`config.mk`:
```
export PLATFORM = sky130hd
export DESIGN_NAME = adc_seq_ctrl
export DESIGN_NICKNAME = d
export VERILOG_FILES = /design/src/inc/adc_seq_pkg.sv /design/src/hw/adc_seq_ctrl.sv
export VERILOG_INCLUDE_DIRS = /design/src /design/src/inc
export SDC_FILE = /design/constraint.sdc
export NUM_CORES = 1
export LEC_CHECK = 0
export ABC_CLOCK_PERIOD_IN_PS = 3100
export BUFFER_PORTS_ARGS = -buffer_cell sky130_fd_sc_hd__buf_2
export CORE_MARGIN = 10
export CORE_UTILIZATION = 35
export DETAILED_ROUTE_END_ITERATION = 6
export SLEW_MARGIN = 0
export SYNTH_ARGS = -nofsm -noshare
export SYNTH_HDL_FRONTEND = slang
export SYNTH_SLANG_ARGS = --single-unit
```
`constraint.sdc`:
```
create_clock -name CLK_I -period 3.1 [get_ports CLK_I]
set_input_delay 0.62 -clock CLK_I [delete_from_list [all_inputs] [get_ports CLK_I]]
set_output_delay 0.62 -clock CLK_I [all_outputs]
set_load 0.05 [all_outputs]
```
`src/inc/adc_seq_cfg.svh`:
```
// Purpose: offsets, field positions, reset values and timing counts of the sequencer
// Assumes: 8-bit register port, 40 MHz system clock
// Notes: register offsets are indices on the plain register port
`ifndef ADC_SEQ_CFG_SVH
`define ADC_SEQ_CFG_SVH

`define OFS_CONV_CTRL 4'h0
`define OFS_QUEUE_CTRL 4'h1
`define OFS_TIMING_FMT 4'h2
`define OFS_IRQ_TRIG 4'h3
`define OFS_GROUP_SEL 4'h4
`define OFS_PIN_SEL_LO 4'h5
`define OFS_PIN_SEL_HI 4'h6
`define OFS_RESULT_HI 4'h7
`define OFS_RESULT_LO 4'h8
`define OFS_IRQ_FLAG 4'h9

`define BIT_CONVERTER_ON 0
`define BIT_GO 1
`define BIT_MULTI_GROUP 4
`define BIT_LOOP_CONV 5
`define BIT_QUEUE_ENABLE 4
`define BIT_QUEUE_EMPTY 3
`define BIT_QUEUE_OVERRUN 2
`define BIT_JUSTIFY 7

`define RST_PIN_SEL_LO 8'hff
`define RST_PIN_SEL_HI 1'h1
`define RST_ZERO8 8'h00

`define CLK_PERIOD_NS 25
`define RC_PERIOD_NS 250
`define RC_DIV_CYCLES (`RC_PERIOD_NS / `CLK_PERIOD_NS)
`define RC_DIV4_CODE 3'h3
`define RC_CODE 3'h7

`endif

```
`src/inc/adc_seq_pkg.sv`:
```
// Purpose: types shared by the converter sequencer
// Assumes: constants live in adc_seq_cfg.svh
// Notes: none
package adc_seq_pkg;

  typedef enum logic [2:0] {
    ST_IDLE = 3'b000,
    ST_ACQ = 3'b001,
    ST_CONV = 3'b010,
    ST_NEXT = 3'b011
  } seq_state_e;

  typedef struct packed {
    logic [9:0] data;
    logic done;
  } conv_result_s;

  typedef struct packed {
    logic [1:0] group;
    logic [3:0] channel;
    logic start;
  } conv_request_s;

endpackage

```
`src/hw/adc_seq_ctrl.sv`:
```
// Purpose: register file, trigger masking, sequencing and result queue of the converter
// Assumes: converter core answers each request with one done pulse carrying the result
// Notes: conversion clock rate from select code feeds the acquisition timer only
//
// The address-and-strobe port and the placing of the registers were left to the implementer.
`timescale 1ns/100ps
`include "adc_seq_cfg.svh"

// Summary of operation
// RL1 - four groups A..D, two or three inputs each, one picked per group
// RL2 - group A picks input 0, 4 or 8; fourth code reserved
// RL3 - group B: 00 input 1, 01 input 5, upper bit set reserved
// RL4 - group C: 00 input 2, 01 input 6, upper bit set reserved
// RL5 - group D in top select bits: 00 input 3, 01 input 7
// RL6 - operation during sleep only with internal RC conversion clock
// RL7 - reset restores registers, turns converter off, abandons conversion
// RL8 - low pin select bits: 1 analog, 0 digital, reset to 1
// RL9 - analog-selected pin has its digital input buffer disabled
// RL10 - high pin select bit 0 controls pin 8, resets 1, rest zero
// RL11 - pin select bits of absent pins read as zero
// RL12 - result reads return queue entry at read pointer, shown in queue control
// RL13 - four-entry circular queue; empty flag bit 3 while nothing unread
// RL14 - overrun flag set when unread entry is overwritten
// RL15 - interrupt depth ignored in single-shot operation
// RL16 - loop depth 00 every write, 01 second and fourth, 10 fourth only
// RL17 - all-zero trigger mask: only software go starts a sequence
// RL18 - mask bits 0..2: external irq zero, timer five, input capture one
// RL19 - mask bit 3 compare match, bit 4 power pwm rising edge
// RL20 - any enabled trigger source starts a sequence
// RL21 - clock code 011 selects internal RC oscillator divided by four
// RL22 - multi-group modes: AB, ABCD, AB paired, AB then CD paired
// RL23 - single-shot end clears go and sets conversion interrupt flag
// RL24 - read pointer resets to 00 at each sequence start
// RL25 - reading low-order result register advances the read pointer; when left-justified the code advances it on the high result register read
// RL26 - setting go while on starts sequence; go reads 1 until done
// RL27 - loop bit: single-shot/continuous; multi bit: one group/sequence
// RL28 - acquisition time inserts whole conversion clock periods before conversion
// RL29 - queue fills successive entries only when enabled, else holds latest
module adc_seq_ctrl
  import adc_seq_pkg::*;
#(
  parameter int PIN_COUNT = 9
)
(
  input wire logic CLK_I,
  input wire logic RESET_N_I,
  input wire logic [3:0] ADDR_I,
  input wire logic [7:0] WDATA_I,
  input wire logic WR_I,
  input wire logic RD_I,
  output logic [7:0] RDATA_O,
  input wire logic [4:0] TRIG_I,
  input wire logic SLEEP_I,
  output logic [1:0] CONV_GROUP_O,
  output logic [3:0] CONV_CHANNEL_O,
  output logic CONV_START_O,
  output logic PAIR_SAMPLE_O,
  input wire logic [9:0] CONV_DATA_I,
  input wire logic CONV_DONE_I,
  output logic CONVERTER_ON_O,
  output logic RC_CLOCK_SEL_O,
  output logic [8:0] DIGITAL_BUF_EN_O,
  output logic CONV_IRQ_O
);

  typedef struct packed {
    logic [7:0] conv_ctrl;
    logic [7:0] queue_ctrl;
    logic [7:0] timing_fmt;
    logic [7:0] irq_trig;
    logic [7:0] group_sel;
    logic [7:0] pin_lo;
    logic pin_hi;
    logic [3:0][9:0] queue;
    logic [3:0] unread;
    logic [1:0] wr_ptr;
    logic [1:0] rd_ptr;
    logic overrun;
    logic irq_flag;
    logic [2:0] wr_count;
    seq_state_e state;
    logic [1:0] step;
    logic [7:0] acq_cnt;
    logic [7:0] tad_cnt;
    logic [4:0] trig_prev;
    logic [7:0] rdata;
    conv_request_s req;
  } state_s;

  state_s s_r;
  state_s s_nxt;
  logic [4:0] trig_meta_r;
  logic [4:0] trig_sync_r;
  logic [9:0] cdata_r;
  logic cdone_r;

  // acquisition periods in conversion clocks
  function automatic logic [7:0] acq_periods(input logic [3:0] code);
    logic [7:0] n;
    n = 8'h00;
    if (code <= 4'h6)
      n = {3'h0, code, 1'b0};
    else if (code <= 4'hd)
      n = 8'(({4'h0, code} - 8'h3) << 2);
    else if (code == 4'he)
      n = 8'h30;
    else
      n = 8'h40;
    return n;
  endfunction

  // system clocks per conversion clock period
  function automatic logic [7:0] tad_cycles(input logic [2:0] code);
    logic [7:0] n;
    n = 8'h00;
    case (code)
      3'h0: n = 8'h02;
      3'h1: n = 8'h08;
      3'h2: n = 8'h20;
      `RC_DIV4_CODE: n = 8'(`RC_DIV_CYCLES * 4); // [RL21]
      3'h4: n = 8'h04;
      3'h5: n = 8'h10;
      3'h6: n = 8'h40;
      default: n = 8'(`RC_DIV_CYCLES);
    endcase
    return n;
  endfunction

  // channel for a group from its pick field
  function automatic logic [3:0] pick_channel(input logic [1:0] grp, input logic [7:0] sel);
    logic [3:0] ch;
    ch = 4'h0;
    case (grp)
      2'h0: ch = (sel[1:0] == 2'h2) ? 4'h8 : (sel[0] ? 4'h4 : 4'h0); // [RL1] [RL2]
      2'h1: ch = sel[4] ? 4'h5 : 4'h1; // [RL3]
      2'h2: ch = sel[2] ? 4'h6 : 4'h2; // [RL4]
      default: ch = sel[6] ? 4'h7 : 4'h3; // [RL5]
    endcase
    return ch;
  endfunction

  always_ff @(posedge CLK_I or negedge RESET_N_I)
  begin
    if (!RESET_N_I)
    begin
      trig_meta_r <= 5'h00;
      trig_sync_r <= 5'h00;
      cdata_r <= 10'h000;
      cdone_r <= 1'b0;
    end
    else
    begin
      trig_meta_r <= TRIG_I;
      trig_sync_r <= trig_meta_r;
      cdata_r <= CONV_DATA_I;
      cdone_r <= CONV_DONE_I;
    end
  end

  always_comb
  begin
    logic on;
    logic loop_mode;
    logic multi;
    logic [1:0] mode;
    logic trig_hit;
    logic go_start;
    logic last_step;
    logic [1:0] grp;
    logic low_read;
    logic raise;
    on = s_r.conv_ctrl[`BIT_CONVERTER_ON];
    loop_mode = s_r.conv_ctrl[`BIT_LOOP_CONV]; // [RL27]
    multi = s_r.conv_ctrl[`BIT_MULTI_GROUP]; // [RL27]
    mode = s_r.conv_ctrl[3:2];
    s_nxt = s_r;
    s_nxt.req.start = 1'b0;
    s_nxt.trig_prev = trig_sync_r;
    // any enabled source edge; an all-zero mask blocks hardware starts
    trig_hit = |(s_r.irq_trig[4:0] & trig_sync_r & ~s_r.trig_prev); // [RL17] [RL18] [RL19] [RL20]
    go_start = 1'b0;
    raise = 1'b0;
    if (WR_I)
    begin
      if (ADDR_I == `OFS_CONV_CTRL)
      begin
        s_nxt.conv_ctrl = {2'h0, WDATA_I[5:2], s_r.conv_ctrl[`BIT_GO], WDATA_I[0]};
        go_start = WDATA_I[`BIT_GO] & WDATA_I[0] & ~s_r.conv_ctrl[`BIT_GO]; // [RL26]
      end
      else if (ADDR_I == `OFS_QUEUE_CTRL)
        s_nxt.queue_ctrl = {WDATA_I[7:6], 1'b0, WDATA_I[4], 4'h0};
      else if (ADDR_I == `OFS_TIMING_FMT)
        s_nxt.timing_fmt = WDATA_I;
      else if (ADDR_I == `OFS_IRQ_TRIG)
        s_nxt.irq_trig = {WDATA_I[7:6], 1'b0, WDATA_I[4:0]};
      else if (ADDR_I == `OFS_GROUP_SEL)
        s_nxt.group_sel = WDATA_I;
      else if (ADDR_I == `OFS_PIN_SEL_LO)
        s_nxt.pin_lo = WDATA_I; // [RL8]
      else if (ADDR_I == `OFS_PIN_SEL_HI)
        s_nxt.pin_hi = WDATA_I[0]; // [RL10]
      else if (ADDR_I == `OFS_IRQ_FLAG)
        s_nxt.irq_flag = WDATA_I[0];
    end
    if ((on || go_start) && s_r.state == ST_IDLE && (go_start || trig_hit))
    begin
      s_nxt.conv_ctrl[`BIT_GO] = 1'b1; // [RL26]
      s_nxt.rd_ptr = 2'h0; // [RL24]
      s_nxt.step = 2'h0;
      s_nxt.wr_count = 3'h0;
      s_nxt.acq_cnt = acq_periods(s_r.timing_fmt[6:3]);
      s_nxt.tad_cnt = tad_cycles(s_r.timing_fmt[2:0]);
      s_nxt.state = ST_ACQ;
    end
    // step to group: single mode takes group from mode bits
    if (!multi)
    begin
      grp = mode;
      last_step = 1'b1;
    end
    else
    begin
      grp = s_r.step; // [RL22]
      last_step = (mode[0] ? s_r.step == 2'h3 : s_r.step == 2'h1);
    end
    case (s_r.state)
      ST_ACQ:
      begin
        // paired modes sample only before A and C
        if (s_r.acq_cnt == 8'h00 || (multi && mode[1] && s_r.step[0])) // [RL28]
        begin
          s_nxt.req.group = grp;
          s_nxt.req.channel = pick_channel(grp, s_r.group_sel);
          s_nxt.req.start = 1'b1;
          s_nxt.state = ST_CONV;
        end
        else if (s_r.tad_cnt <= 8'h01)
        begin
          s_nxt.tad_cnt = tad_cycles(s_r.timing_fmt[2:0]);
          s_nxt.acq_cnt = s_r.acq_cnt - 8'h01;
        end
        else
          s_nxt.tad_cnt = s_r.tad_cnt - 8'h01;
      end
      ST_CONV:
      begin
        if (cdone_r)
        begin
          s_nxt.queue[s_r.wr_ptr] = cdata_r;
          s_nxt.unread[s_r.wr_ptr] = 1'b1;
          if (s_r.unread[s_r.wr_ptr])
            s_nxt.overrun = 1'b1; // [RL14]
          if (s_r.queue_ctrl[`BIT_QUEUE_ENABLE])
            s_nxt.wr_ptr = s_r.wr_ptr + 2'h1; // [RL13] [RL29]
          s_nxt.wr_count = s_r.wr_count + 3'h1;
          if (loop_mode)
          begin
            case (s_r.irq_trig[7:6]) // [RL15] [RL16]
              2'h0: raise = 1'b1;
              2'h1: raise = s_r.wr_count[0];
              2'h2: raise = (s_r.wr_count[1:0] == 2'h3);
              default: raise = 1'b0;
            endcase
          end
          s_nxt.state = ST_NEXT;
        end
      end
      ST_NEXT:
      begin
        s_nxt.state = ST_ACQ;
        s_nxt.acq_cnt = acq_periods(s_r.timing_fmt[6:3]);
        s_nxt.tad_cnt = tad_cycles(s_r.timing_fmt[2:0]);
        if (!last_step)
          s_nxt.step = s_r.step + 2'h1;
        else
        begin
          s_nxt.step = 2'h0;
          if (!loop_mode)
          begin
            s_nxt.conv_ctrl[`BIT_GO] = 1'b0; // [RL23]
            raise = 1'b1; // [RL23]
            s_nxt.state = ST_IDLE;
          end
        end
      end
      default:
      begin
      end
    endcase
    s_nxt.rdata = 8'h00;
    low_read = 1'b0;
    if (RD_I)
    begin
      if (ADDR_I == `OFS_CONV_CTRL)
        s_nxt.rdata = s_r.conv_ctrl;
      else if (ADDR_I == `OFS_QUEUE_CTRL)
        s_nxt.rdata = {s_r.queue_ctrl[7:6], 1'b0, s_r.queue_ctrl[4], ~|s_r.unread,
                       s_r.overrun, s_r.rd_ptr}; // [RL12] [RL13]
      else if (ADDR_I == `OFS_TIMING_FMT)
        s_nxt.rdata = s_r.timing_fmt;
      else if (ADDR_I == `OFS_IRQ_TRIG)
        s_nxt.rdata = s_r.irq_trig;
      else if (ADDR_I == `OFS_GROUP_SEL)
        s_nxt.rdata = s_r.group_sel;
      else if (ADDR_I == `OFS_PIN_SEL_LO)
        s_nxt.rdata = (PIN_COUNT > 5) ? s_r.pin_lo : {3'h0, s_r.pin_lo[4:0]}; // [RL11]
      else if (ADDR_I == `OFS_PIN_SEL_HI)
        s_nxt.rdata = {7'h00, s_r.pin_hi & (PIN_COUNT > 8)}; // [RL10] [RL11]
      else if (ADDR_I == `OFS_RESULT_HI)
      begin
        // [RL12]
        s_nxt.rdata = s_r.timing_fmt[`BIT_JUSTIFY] ? {6'h00, s_r.queue[s_r.rd_ptr][9:8]}
                                                    : s_r.queue[s_r.rd_ptr][9:2];
        low_read = ~s_r.timing_fmt[`BIT_JUSTIFY]; // [RL25]
      end
      else if (ADDR_I == `OFS_RESULT_LO)
      begin
        s_nxt.rdata = s_r.timing_fmt[`BIT_JUSTIFY] ? s_r.queue[s_r.rd_ptr][7:0]
                                                    : {s_r.queue[s_r.rd_ptr][1:0], 6'h00};
        low_read = s_r.timing_fmt[`BIT_JUSTIFY]; // [RL25]
      end
      else if (ADDR_I == `OFS_IRQ_FLAG)
        s_nxt.rdata = {7'h00, s_r.irq_flag};
    end
    if (low_read)
    begin
      // an entry written in the same cycle stays unread
      if (!(cdone_r && s_r.state == ST_CONV && s_r.wr_ptr == s_r.rd_ptr))
        s_nxt.unread[s_r.rd_ptr] = 1'b0;
      if (s_r.queue_ctrl[`BIT_QUEUE_ENABLE])
        s_nxt.rd_ptr = s_r.rd_ptr + 2'h1; // [RL25]
    end
    if (raise)
      s_nxt.irq_flag = 1'b1;
    // turning off, or sleeping with any clock code but plain RC (111, not 011), abandons a sequence
    if (!s_nxt.conv_ctrl[`BIT_CONVERTER_ON] ||
        (SLEEP_I && s_r.timing_fmt[2:0] != `RC_CODE)) // [RL6]
    begin
      s_nxt.state = ST_IDLE;
      s_nxt.conv_ctrl[`BIT_GO] = 1'b0;
    end
  end

  always_ff @(posedge CLK_I or negedge RESET_N_I)
  begin
    if (!RESET_N_I)
    begin
      s_r <= '0; // [RL7]
      s_r.pin_lo <= `RST_PIN_SEL_LO; // [RL8]
      s_r.pin_hi <= `RST_PIN_SEL_HI; // [RL10]
      s_r.state <= ST_IDLE;
    end
    else
    begin
      s_r <= s_nxt;
    end
  end

  assign RDATA_O = s_r.rdata;
  assign CONV_GROUP_O = s_r.req.group;
  assign CONV_CHANNEL_O = s_r.req.channel;
  assign CONV_START_O = s_r.req.start;
  assign PAIR_SAMPLE_O = s_r.conv_ctrl[`BIT_MULTI_GROUP] & s_r.conv_ctrl[3];
  assign CONVERTER_ON_O = s_r.conv_ctrl[`BIT_CONVERTER_ON];
  assign RC_CLOCK_SEL_O = (s_r.timing_fmt[2:0] == `RC_CODE) ||
                          (s_r.timing_fmt[2:0] == `RC_DIV4_CODE); // [RL6] [RL21]
  assign DIGITAL_BUF_EN_O = ~{s_r.pin_hi, s_r.pin_lo}; // [RL9]
  assign CONV_IRQ_O = s_r.irq_flag;

endmodule

```
==> flow_summary.json <==
{
  "status": "finished clean",
  "cts_sinks": 154,
  "layout_commonest_cell": "dfrtp_1",
  "fin_tns_setup_ns": 0,
  "drt_drc_violations_left": 0,
  "hpwl_mm": 15.1,
  "synthFlopType": "dfrtp_1",
  "ant_nets": 0,
  "vias_per_cell": 5.30,
  "core_area_sq_mm": 0.0228,
  "wl_per_cell_um": 18.9,
  "die_y_um": 173,
  "place_worst_setup_slack_ns": 0.631,
  "drv_slew": 0,
  "max_slew_margin_pct": 44.7,
  "synth_seq_cells": 154,
  "grt_pass1_vias": 5815,
  "endpoint_kind": "output port",
  "syn_to_final_growth_pct": 13.3,
  "fp.dieArea_sq_mm": 0.0298,
  "cp_slowest_cell": "dfrtp_1",
  "insertedDiodeCount": 0,
  "cts_setup_buffers": 0,
  "grt_use_total_pct": 14.1,
  "grt_overflow": 0,
  "synth_nets": 781,
  "layout-drive-gt1-share_pct": 29.7,
  "worstPathRequired_ns": 2.48,
  "synth_area_sq_mm": 0.00815,
  "gp_congestion": 0.880,
  "floorplan.initialDensity_pct": 35.8,
  "syn_inst": 731,
  "htreeDepth": 4,
  "ctsResizeCount": 0,
  "synthArstFlopShare_pct": 100,
  "layout_common_cells": "145 x dfrtp_1, 74 x mux2_2, 59 x buf_2, 53 x nand2_1, 39 x a21oi_1",
  "grt_pass1_wl_mm": 33.7,
  "drt_wl_total_mm": 20.8,
  "clk_latency_ns": 0.43,
  "nNetsFinal": 822,
  "hold_viol": 0,
  "synth.distinct_cells": 78,
  "fmaxAchievable_ghz": 0.452,
  "grt_setup_unrepaired": "no",
  "antenna_found_initial": 0,
  "cts.clk_slew.worst_paths_ns": 0.06,
  "synth-edff-count": 0,
  "cts_tree": "done",
  "cts_hold_buf": 0,
  "rows": 55,
  "fin_ws_ns": 0.886,
  "drt-pass1-iter-count": 5,
  "peakVddDrop_mv": 0.409,
  "hp-class": "input port to asynchronous set/reset pin",
  "crit_chain": "and2_1 > buf_2",
  "port_buffers": 60,
  "power_density_mw_per_mm2": 712,
  "path_buf_inv": 1,
  "critPathArrivalTime_ns": 1.59,
  "period_share_pct": 71.4,
  "vias": 5818,
  "yosys_warnings": 0,
  "criticalPathCategory": "flip-flop to output port",
  "cts_buffers": 17,
  "root_buffer": "clkbuf_16",
  "fin_crit_ns": 2.21,
  "die_x_um": 173,
  "ys_seq_area_share_pct": 47.4,
  "worstMarginPinSlew_ns": 0.829,
  "critPathMaxFanout": 8,
  "critPathLaunchType": "flip-flop",
  "syn_area_per_cell_sq_um": 11.2,
  "critPathTopFamily": "flip-flops",
  "setup_viol": 0,
  "ioPinCount": 61,
  "clockBufferDepth": 2,
  "first_iter_violations": 428,
  "grt_max_degree": 73,
  "skew_ns": 0.0112,
  "maxCapViolations": 0,
  "power.leakage_nw": 4.10,
  "max_stage_delay_ns": 0.52
}
## routing by layer
layer / vias up / global-route usage (%) / part of all wire [%]
met5: - / 0 / 0
met4: 0 / 4.39 / 1.8
met3: 32 / 3.18 / 4.3
met2: 147 / 20.9 / 46
met1: 2900 / 19.9 / 48
li1: 2739 / - / -
## stage by stage
stage,instance area [sq um],power (W),hold WS (ns),cells,util [%]
floorplan,8150,0.00407,0.324,731,-
finish,9240,0.00657,0.210,1098,40.5
global placement,8660,0.00454,0.336,1066,38.0
CTS,9240,0.00662,0.236,1098,40.5
global route,9240,0.00695,0.263,1098,40.5
detailed placement,8660,0.00456,0.336,1066,38.0
## cell usage after synthesis, types with 4 or more instances
cell,instances,area share [%]
a21oi_1,39,2.4
o221ai_1,6,0.64
nand2b_1,10,0.77
a32o_1,5,0.61
o21a_1,5,0.46
dfrtp_1,145,44
nand4b_1,4,0.43
o21ai_0,33,2.0
and3_1,4,0.31
a32oi_1,6,0.64
o22ai_1,12,0.92
nand2_2,5,0.38
a31oi_1,4,0.31
nor3b_1,4,0.37
inv_1,31,1.4
nor2b_1,10,0.77
clkbuf_1,10,0.46
ha_1,17,2.6
mux2_2,74,10
buf_6,4,0.55
nand3_1,16,0.98
nor2_1,36,1.7
mux2i_1,25,3.1
and2_1,5,0.38
dfstp_2,9,2.9
o21ai_1,7,0.43
and3b_1,6,0.64
nor3_1,9,0.55
nand2_1,53,2.4
mux4_2,14,3.9
nand4_1,7,0.54
xnor2_1,8,0.86
buf_2,21,1.3
buf_4,16,1.5
## layout make-up
| cell class | count | area (sq um) |
|---|---|---|
| fill | 2192 | 13500 |
| clock inverter | 14 | 138 |
| inverter | 33 | 124 |
| multi-input combinational | 492 | 3850 |
| tap | 313 | 392 |
| clock buffer | 18 | 439 |
| sequential | 154 | 3860 |
| timing repair buffer | 74 | 424 |
## final timing paths
| check | start | endpoint | slack (ns) | cells past startpoint |
|---|---|---|---|---|
| min reg2reg | trig_meta_r[1]$_DFF_PN0_ | trig_sync_r[1]$_DFF_PN0_ | 0.35 | 0 |
| min | RESET_N_I | s_r[22]$_DFF_PN0_ | 0.21 | 1 |
| max | s_r[139]$_DFFE_PN0P_ | PAIR_SAMPLE_O | 0.89 | 2 |
| min in group CLK_I | CONV_DATA_I[8] | cdata_r[8]$_DFF_PN0_ | 0.29 | 1 |
| max in group asynchronous | RESET_N_I | s_r[60]$_DFFE_PN0P_ | 2.10 | 2 |
| max reg2reg | s_r[47]$_DFF_PN0_ | RDATA_O[1]$_DFF_PN0_ | 0.89 | 5 |
## registers in the layout (all words and copies together), names as in the netlist
signal,cells
CONVERTER_ON_O,1
CONV_CHANNEL_O,3
CONV_GROUP_O,2
CONV_IRQ_O,1
CONV_START_O,1
RDATA_O,8
cdata_r,10
cdone_r,1
s_r,117
trig_meta_r,5
trig_sync_r,5
## logic make-up after synthesis
group	after synthesis	synth area share [%]
adder cells (fa/ha/maj)	17	2.61
flip-flops	154	47.4
multiplexers	113	17.2
buffers and inverters	85	5.34
XOR/XNOR	11	1.18
AND/OR/NAND/NOR	194	13.3
AO/OA/AOI/OAI	157	13.1
## power by group
part / switching (W) / internal [W] / leakage, nW
Sequential: 0.000387 / 0.00229 / 1.96
Clock: 0.000891 / 0.00115 / 0.284
Combinational: 0.00109 / 0.000767 / 1.86
Total: 0.00237 / 0.00421 / 4.10
Note: power is estimated with default switching activity, not from simulation.
